File: src/obcd_regs.vh
// Purpose: Constants for the configuration byte decoder
// Assumes: Two 8-bit configuration bytes, erased value 8'hFF
// Notes:   Field positions, defaults, encodings and cycle counts
`ifndef OBCD_REGS_VH
`define OBCD_REGS_VH

// Byte 0 fields
`define OBCD_B0_HALT_RST_BIT    7
`define OBCD_B0_DOG_SW_BIT      6
`define OBCD_B0_RDPROT_N_BIT    0
`define OBCD_B0_RSVD_MASK       8'h3E
// Byte 1 fields
`define OBCD_B1_PKG_BIT         7
`define OBCD_B1_RSTLEN_BIT      6
`define OBCD_B1_OSC_HI_BIT      5
`define OBCD_B1_OSC_LO_BIT      4
`define OBCD_B1_RSVD_MASK       8'h0F

// Erased content and shipped defaults
`define OBCD_ERASED             8'hFF
`define OBCD_SHIP_BYTE0         8'hE7
`define OBCD_SHIP_BYTE1         8'hEF

// Clock source encodings
`define OBCD_OSC_RESONATOR      2'h0
`define OBCD_OSC_RESERVED       2'h1
`define OBCD_OSC_INT_RC         2'h2
`define OBCD_OSC_EXTERNAL       2'h3

// Reset phase lengths in CPU cycles
`define OBCD_RST_CYC_LONG       13'h1000
`define OBCD_RST_CYC_SHORT      13'h0100

// RC oscillator nominal rates in kHz
`define OBCD_RC_OSC_KHZ         3500
`define OBCD_RC_CPU_KHZ         1750

// Programming port commands
`define OBCD_CMD_WRITE          2'h1
`define OBCD_CMD_ERASE          2'h2

`endif

File: src/obcd_decoder.v
// Purpose: Holds the two configuration bytes and decodes them into
//          watchdog, protection, package, reset and clock settings
// Assumes: One clock, programming port used only in programming mode
// Notes:   Settings are captured in reset and held until next reset
//
// How it works
// - Halt with active dog gives reset
// - Dog type: hardware always-on or software
// - Read protect blocks readout and flash writes
// - Erasing protected bytes first wipes user memory
// - Package bit picks 48/44 or 32/34 bonding
// - Unbonded pads reset to input pull-up
// - Reset length bit gives 4096 or 256
// - Two-bit field selects main clock source
// - Internal RC nominal 3.5 MHz, CPU 1.75
// - Bytes reachable only in programming mode
// - Unprogrammed bytes read as FFh
// - Shipped bytes select internal RC clock
// - Masked ROM parts hard-wire the bytes
//
// Added by the designer: the address-and-strobe port and the register offsets.
`timescale 1ns/100ps
`include "obcd_regs.vh"

module obcd_decoder #(
  parameter       IS_ROM      = 0,
  parameter [7:0] ROM_BYTE0   = `OBCD_SHIP_BYTE0,
  parameter [7:0] ROM_BYTE1   = `OBCD_SHIP_BYTE1,
  parameter       NUM_PORTS   = 6,
  parameter       ERASE_CYC   = 16
)
(
  // Clock and reset
  input  wire                   i_core_clk,
  input  wire                   i_rst_n,
  // Programming port, active only in programming mode
  input  wire                   i_prog_mode,
  input  wire [1:0]             i_prog_cmd,
  input  wire                   i_prog_sel,
  input  wire [7:0]             i_prog_wdata,
  input  wire                   i_prog_rd,
  output reg  [7:0]             o_prog_rdata,
  output wire                   o_prog_busy,
  // User memory wipe request
  output reg                    o_mem_wipe,
  input  wire                   i_mem_wipe_done,
  // Watchdog and halt
  input  wire                   i_dog_active,
  input  wire                   i_halt_enter,
  output reg                    o_halt_reset,
  output wire                   o_halt_triggers_dog_reset,
  output wire                   o_dog_enable_by_software,
  output wire                   o_dog_hw_enable,
  // Protection
  output wire                   o_readout_protect_n,
  output wire                   o_block_readout,
  output wire                   o_block_flash_write,
  // Package and pads
  output wire                   o_package_select,
  output wire [NUM_PORTS*8-1:0] o_pad_unbonded,
  // Reset sequencer and clock
  output wire                   o_reset_phase_length_sel,
  output wire [12:0]            o_reset_cycles,
  output wire [1:0]             o_clock_source_type,
  output wire                   o_clk_resonator,
  output wire                   o_clk_int_rc,
  output wire                   o_clk_external,
  output wire                   o_clk_reserved
);

  ////////////////////////////////////////////////////////////////////////
  // Non-volatile store and latched copy

  localparam ST_IDLE  = 2'h0;
  localparam ST_WIPE  = 2'h1;
  localparam ST_ERASE = 2'h2;

  reg [7:0] nv0_q;
  reg [7:0] nv1_q;
  reg [7:0] cfg0_q;
  reg [7:0] cfg1_q;
  reg [1:0] state_q;
  reg [7:0] cnt_q;
  reg       sel_q;

  wire [7:0] src0 = (IS_ROM != 0) ? ROM_BYTE0 : nv0_q;
  wire [7:0] src1 = (IS_ROM != 0) ? ROM_BYTE1 : nv1_q;
  wire       prot_now = ~nv0_q[`OBCD_B0_RDPROT_N_BIT];
  wire       port_ok  = i_prog_mode & (IS_ROM == 0) & (state_q == ST_IDLE);

  assign o_prog_busy = (state_q != ST_IDLE);

  always @(posedge i_core_clk or negedge i_rst_n)
  begin
    if (!i_rst_n)
      o_prog_rdata <= 8'h00;
    else if (i_prog_rd & port_ok)
      o_prog_rdata <= i_prog_sel ? src1 : src0;
    else
      o_prog_rdata <= 8'h00;
  end

  always @(posedge i_core_clk or negedge i_rst_n)
  begin
    if (!i_rst_n)
    begin
      state_q    <= ST_IDLE;
      cnt_q      <= 8'h00;
      sel_q      <= 1'b0;
      o_mem_wipe <= 1'b0;
    end
    else
    begin
      case (state_q)
        ST_IDLE:
        begin
          if (port_ok && i_prog_cmd == `OBCD_CMD_ERASE)
          begin
            sel_q <= i_prog_sel;
            if (prot_now)
            begin
              state_q    <= ST_WIPE;
              o_mem_wipe <= 1'b1;
            end
            else
            begin
              state_q <= ST_ERASE;
              cnt_q   <= ERASE_CYC[7:0];
            end
          end
        end
        ST_WIPE:
        begin
          if (i_mem_wipe_done)
          begin
            o_mem_wipe <= 1'b0;
            state_q    <= ST_ERASE;
            cnt_q      <= ERASE_CYC[7:0];
          end
        end
        ST_ERASE:
        begin
          if (cnt_q == 8'h00)
            state_q <= ST_IDLE;
          else
            cnt_q <= cnt_q - 8'h01;
        end
        default:
          state_q <= ST_IDLE;
      endcase
    end
  end

  // Store is not reset: it models non-volatile content
  initial
  begin
    nv0_q = `OBCD_SHIP_BYTE0;
    nv1_q = `OBCD_SHIP_BYTE1;
  end

  always @(posedge i_core_clk)
  begin
    if (state_q == ST_ERASE && cnt_q == 8'h00)
    begin
      if (sel_q)
        nv1_q <= `OBCD_ERASED;
      else
        nv0_q <= `OBCD_ERASED;
    end
    else if (port_ok && i_prog_cmd == `OBCD_CMD_WRITE)
    begin
      if (i_prog_sel)
        nv1_q <= nv1_q & i_prog_wdata;
      else
        nv0_q <= nv0_q & i_prog_wdata;
    end
  end

  ////////////////////////////////////////////////////////////////////////
  // Capture during reset, hold until next reset

  reg rst_seen_q;
  always @(posedge i_core_clk or negedge i_rst_n)
  begin
    if (!i_rst_n)
      rst_seen_q <= 1'b0;
    else
      rst_seen_q <= 1'b1;
  end

  always @(posedge i_core_clk)
  begin
    if (!rst_seen_q)
    begin
      cfg0_q <= src0;
      cfg1_q <= src1;
    end
  end

  ////////////////////////////////////////////////////////////////////////
  // Decoded settings

  function [12:0] rst_len;
    input sel;
    begin
      rst_len = sel ? `OBCD_RST_CYC_SHORT : `OBCD_RST_CYC_LONG;
    end
  endfunction

  assign o_dog_enable_by_software  = cfg0_q[`OBCD_B0_DOG_SW_BIT];
  assign o_dog_hw_enable           = ~cfg0_q[`OBCD_B0_DOG_SW_BIT];
  assign o_halt_triggers_dog_reset = cfg0_q[`OBCD_B0_HALT_RST_BIT];

  always @(posedge i_core_clk or negedge i_rst_n)
  begin
    if (!i_rst_n)
      o_halt_reset <= 1'b0;
    else
      o_halt_reset <= i_halt_enter & cfg0_q[`OBCD_B0_HALT_RST_BIT] &
                      (i_dog_active | o_dog_hw_enable);
  end

  assign o_readout_protect_n = cfg0_q[`OBCD_B0_RDPROT_N_BIT];
  assign o_block_readout     = ~cfg0_q[`OBCD_B0_RDPROT_N_BIT];
  assign o_block_flash_write = ~cfg0_q[`OBCD_B0_RDPROT_N_BIT];

  assign o_package_select = cfg1_q[`OBCD_B1_PKG_BIT];

  // Unbonded pads: upper four of the last two ports on
  // small packages; the pad logic holds them input pull-up
  genvar g;
  generate
    for (g = 0; g < NUM_PORTS*8; g = g + 1)
    begin : g_pad
      if (g >= (NUM_PORTS-2)*8 && (g % 8) >= 4)
        assign o_pad_unbonded[g] = ~cfg1_q[`OBCD_B1_PKG_BIT];
      else
        assign o_pad_unbonded[g] = 1'b0;
    end
  endgenerate

  assign o_reset_phase_length_sel = cfg1_q[`OBCD_B1_RSTLEN_BIT];
  assign o_reset_cycles = rst_len(cfg1_q[`OBCD_B1_RSTLEN_BIT]);

  assign o_clock_source_type =
    cfg1_q[`OBCD_B1_OSC_HI_BIT:`OBCD_B1_OSC_LO_BIT];
  assign o_clk_resonator = (o_clock_source_type == `OBCD_OSC_RESONATOR);
  assign o_clk_reserved  = (o_clock_source_type == `OBCD_OSC_RESERVED);
  assign o_clk_int_rc    = (o_clock_source_type == `OBCD_OSC_INT_RC);
  assign o_clk_external  = (o_clock_source_type == `OBCD_OSC_EXTERNAL);

endmodule // obcd_decoder

File: config.mk
export PLATFORM = sky130hd
export DESIGN_NAME = obcd_decoder
export DESIGN_NICKNAME = d
export VERILOG_FILES = /design/src/obcd_decoder.v
export VERILOG_INCLUDE_DIRS = /design/src
export SDC_FILE = /design/constraint.sdc
export NUM_CORES = 1
export LEC_CHECK = 0
export BUFFER_PORTS_ARGS = -buffer_cell sky130_fd_sc_hd__buf_2
export CAP_MARGIN = 10
export CORE_UTILIZATION = 45
export CTS_BUF_LIST = sky130_fd_sc_hd__clkbuf_2 sky130_fd_sc_hd__clkbuf_4 sky130_fd_sc_hd__clkbuf_8
export DETAILED_ROUTE_END_ITERATION = 8
export HOLD_SLACK_MARGIN = 0.03
export PLACE_DENSITY = 0.84
export SETUP_SLACK_MARGIN = 0.1
export SYNTH_ARGS = -nofsm -noshare
export SYNTH_HDL_FRONTEND = slang
export SYNTH_SLANG_ARGS = --single-unit
File: constraint.sdc
create_clock -name i_core_clk -period 4.96 [get_ports i_core_clk]
set_input_delay 0.248 -clock i_core_clk [delete_from_list [all_inputs] [get_ports i_core_clk]]
set_output_delay 0.248 -clock i_core_clk [all_outputs]
set_load 0.01 [all_outputs]
==> impl_results.md <==
* Reg clk slew, reported paths at 0.08 ns
* ANT nets after route at 0
* Largest net degree at the start of global routing at 23
* Initial antenna violation count at 0
* CTS HTree Levels at 2
* Final HPWL DP at 2.99 mm
* DR vias/cell at approximately 4.5
* Rows at 26
* CP Capture Type: register
* Final Skew at around 0.0083 ns
* Layout overhead on the synthesized area at 8.25%
* Largest buffer count on any clock path at 2
* Post_cts resized at 0
* Core ar. at 5110 sq um
* ANT cells at 0
* Most frequent cells in the layout: 52 x conb_1, 52 x buf_2, 33 x nand2_1, 23 x edfxtp_1, 22 x dfrtp_1
* CTS root buffer: clkbuf_8
* Unrepaired setup endpoints after global routing: no
* Drt first pass iters at 4
* Die height at 75.0 microns
* Slew HR at 0.462
* Final core utilization at 0.508
* IO Pins at 104
* Startpoint Class: register
* Unique masters post-synth at 37
* Min-Delay Path Class: in -> reg
* Gp weighted congestion at 0.822
* Fin. max-slew vios at 0
* GRT Total Usage at 0.149
* Initial core utilization at 0.469
* WS Path Type: reg -> reg
* Worst-path fanout max at 19
* # setup viols final at 0
* WHS at 0.192 ns
* First-pass GRT wire length at 6.24 mm
* Tmin final at ~2.6 ns
* Total wire length at 4.00 mm
* PwrDens at 430 nW/um^2
* Via count at 1575
* CTS tree: yes
* Syn_area_per_cell at 10.5 sq um
* Synth warnings at 0
* Post-layout power at 1120 uW
* Leakage Power at 0.00134 uW
* Synthesized area at 2400 sq um
* Max frequency at 387 MHz
* Share of cells above drive strength 1 at 0.242
* Clock latency on the worst-skew pair at roughly 0.29 ns
* Max_cap viols at 0
* Final Net Count at 296
* Die area at 5620 sq um
* Post-synthesis sequential area ratio at 0.518
* Final TNS setup at 0 ns
* CTS Buf Count at 5
* Die width at 75.0 microns
* Worst slew pin tran at about 0.8 ns
* WP data arrival at 2.50 ns
* Number of placed instances, taps included at 338
* Final Hold Viols at 0
* Vias in the first global route at 1323
* Final period util at 0.520
* Peak supply drop at 0.250 mV
* Clock Sinks at 45
* GRT overflow at 0
* #FFs+latches synth at 45
* DR WL/cell at 11.5 microns
* Post-Syn Instances at 228
* Non-Filler Instances at 347
* Worst path required time at 4.88 ns
* Filler cells at 451
* Postcts setup bufs at 0
* DRC viols at 0
* Buffers on Ports at between 50 and 60
* Outcome: finished clean
* R2r setup slk at 2.38 ns
* DRT iter0 DRCs at 58
==> power breakdown <==
group / internal, uW / switching [uW] / total, uW
Sequential: 461 / 57.4 / 519
Clock: 154 / 115 / 270
Combinational: 130 / 197 / 327
Total: 745 / 370 / 1120
==> worst max-delay path, cell delays in order, from the launching register on <==
cell	delay (ns)
dfrtp_1	0.40
inv_1	0.09
ha_1	0.13
nor3b_1	0.42
nand3_2	0.41
o22ai_1	0.75
==> synthesized netlist by cell type <==
library cell	instances	area, sq um
nand3b_1	1	7.51
nor2_1	12	45.0
o211ai_1	1	7.51
o22ai_1	3	18.8
edfxtp_1	23	691
nor4_2	1	12.5
a21oi_1	3	15.0
nand3_1	3	15.0
or3_2	1	7.51
o311a_2	1	11.3
or3_1	3	18.8
mux2_2	1	11.3
a221o_1	2	20.0
or4_4	1	11.3
nand2b_1	3	18.8
a21o_1	3	22.5
nand4b_1	2	17.5
a211oi_1	1	7.51
mux2i_1	9	90.1
o41ai_1	1	8.76
ha_1	2	25.0
nand2b_2	1	8.76
clkbuf_1	2	7.51
buf_4	60	450
o21ai_0	7	35.0
conb_1	2	7.51
and2_1	1	6.26
nor3b_1	2	15.0
o211a_1	2	20.0
nor2b_1	3	18.8
nand3_2	1	10.0
inv_1	12	45.0
nand2_1	33	124
nor4_1	1	6.26
inv_2	1	3.75
dfrtp_1	22	551
nor3_1	1	5.00
==> through the flow <==
step / setup WS, ns / instance area (sq um)
4_1_cts: 2.35 / 2590
3_5_place_dp: 2.35 / 2470
3_3_place_gp: 2.45 / 2470
2_1_floorplan: 2.90 / 2580
5_1_grt: 2.14 / 2590
6_report: 2.38 / 2590
==> per-layer routing <==
| layer | vias to the layer above | track usage | wire length [microns] |
|---|---|---|---|
| met1 | 727 | 0.197 | 1740 |
| met4 | 0 | 0.0377 | 23 |
| li1 | 749 | - | - |
| met2 | 95 | 0.244 | 1960 |
| met5 | - | 0 | 0 |
| met3 | 4 | 0.0415 | 276 |
==> registers in the layout, summed over array words and instances, names as in the netlist <==
name	cells
state_q	2
cnt_q	8
o_halt_reset	1
cfg0_q	3
o_mem_wipe	1
nv1_q	8
rst_seen_q	1
sel_q	1
o_prog_rdata	8
nv0_q	8
cfg1_q	4
==> area by class of cell <==
| class | count | area (sq um) | share of cell area |
|---|---|---|---|
| Sequential cell | 45 | 1240 | 0.479 |
| Multi-Input combinational cell | 158 | 836 | 0.322 |
| Timing Repair Buffer | 53 | 270 | 0.104 |
| Tap cell | 70 | 87.6 | 0.0338 |
| Clock buffer | 6 | 76.3 | 0.0294 |
| Inverter | 13 | 48.8 | 0.0188 |
| Clock inverter | 2 | 33.8 | 0.0130 |
==> what timing repair did <==
item,in CTS,in global routing
hold buffers,1,0
hold endpoints to repair,22,0
setup endpoints to repair,0,0
==> kinds of logic (layout without fill, tap and decap cells) <==
| family | Yosys count | after routing | synth area share |
|---|---|---|---|
| flops | 45 | 45 | 0.518 |
| compound gates | 24 | 24 | 0.0695 |
| buf+inv | 75 | 74 | 0.211 |
| fa+ha+maj | 2 | 2 | 0.0104 |
| other cells | 2 | 52 | 0.00313 |
| mux | 10 | 10 | 0.0423 |
| simple gates | 70 | 70 | 0.145 |
==> worst paths after layout <==
kind                              startpoint         endpoint  depth (start not counted)
worst max-delay path                cnt_q[0]         nv1_q[7]                          5
worst min-delay path            i_dog_active     o_halt_reset                          2
worst max register to register      cnt_q[0]         nv1_q[7]                          5
worst min register to register      nv1_q[4]        cfg1_q[4]                          0
max in group asynchronous            i_rst_n  o_prog_rdata[0]                          2
min in group asynchronous            i_rst_n       rst_seen_q                          2
Power figures use the tool's default switching activity.
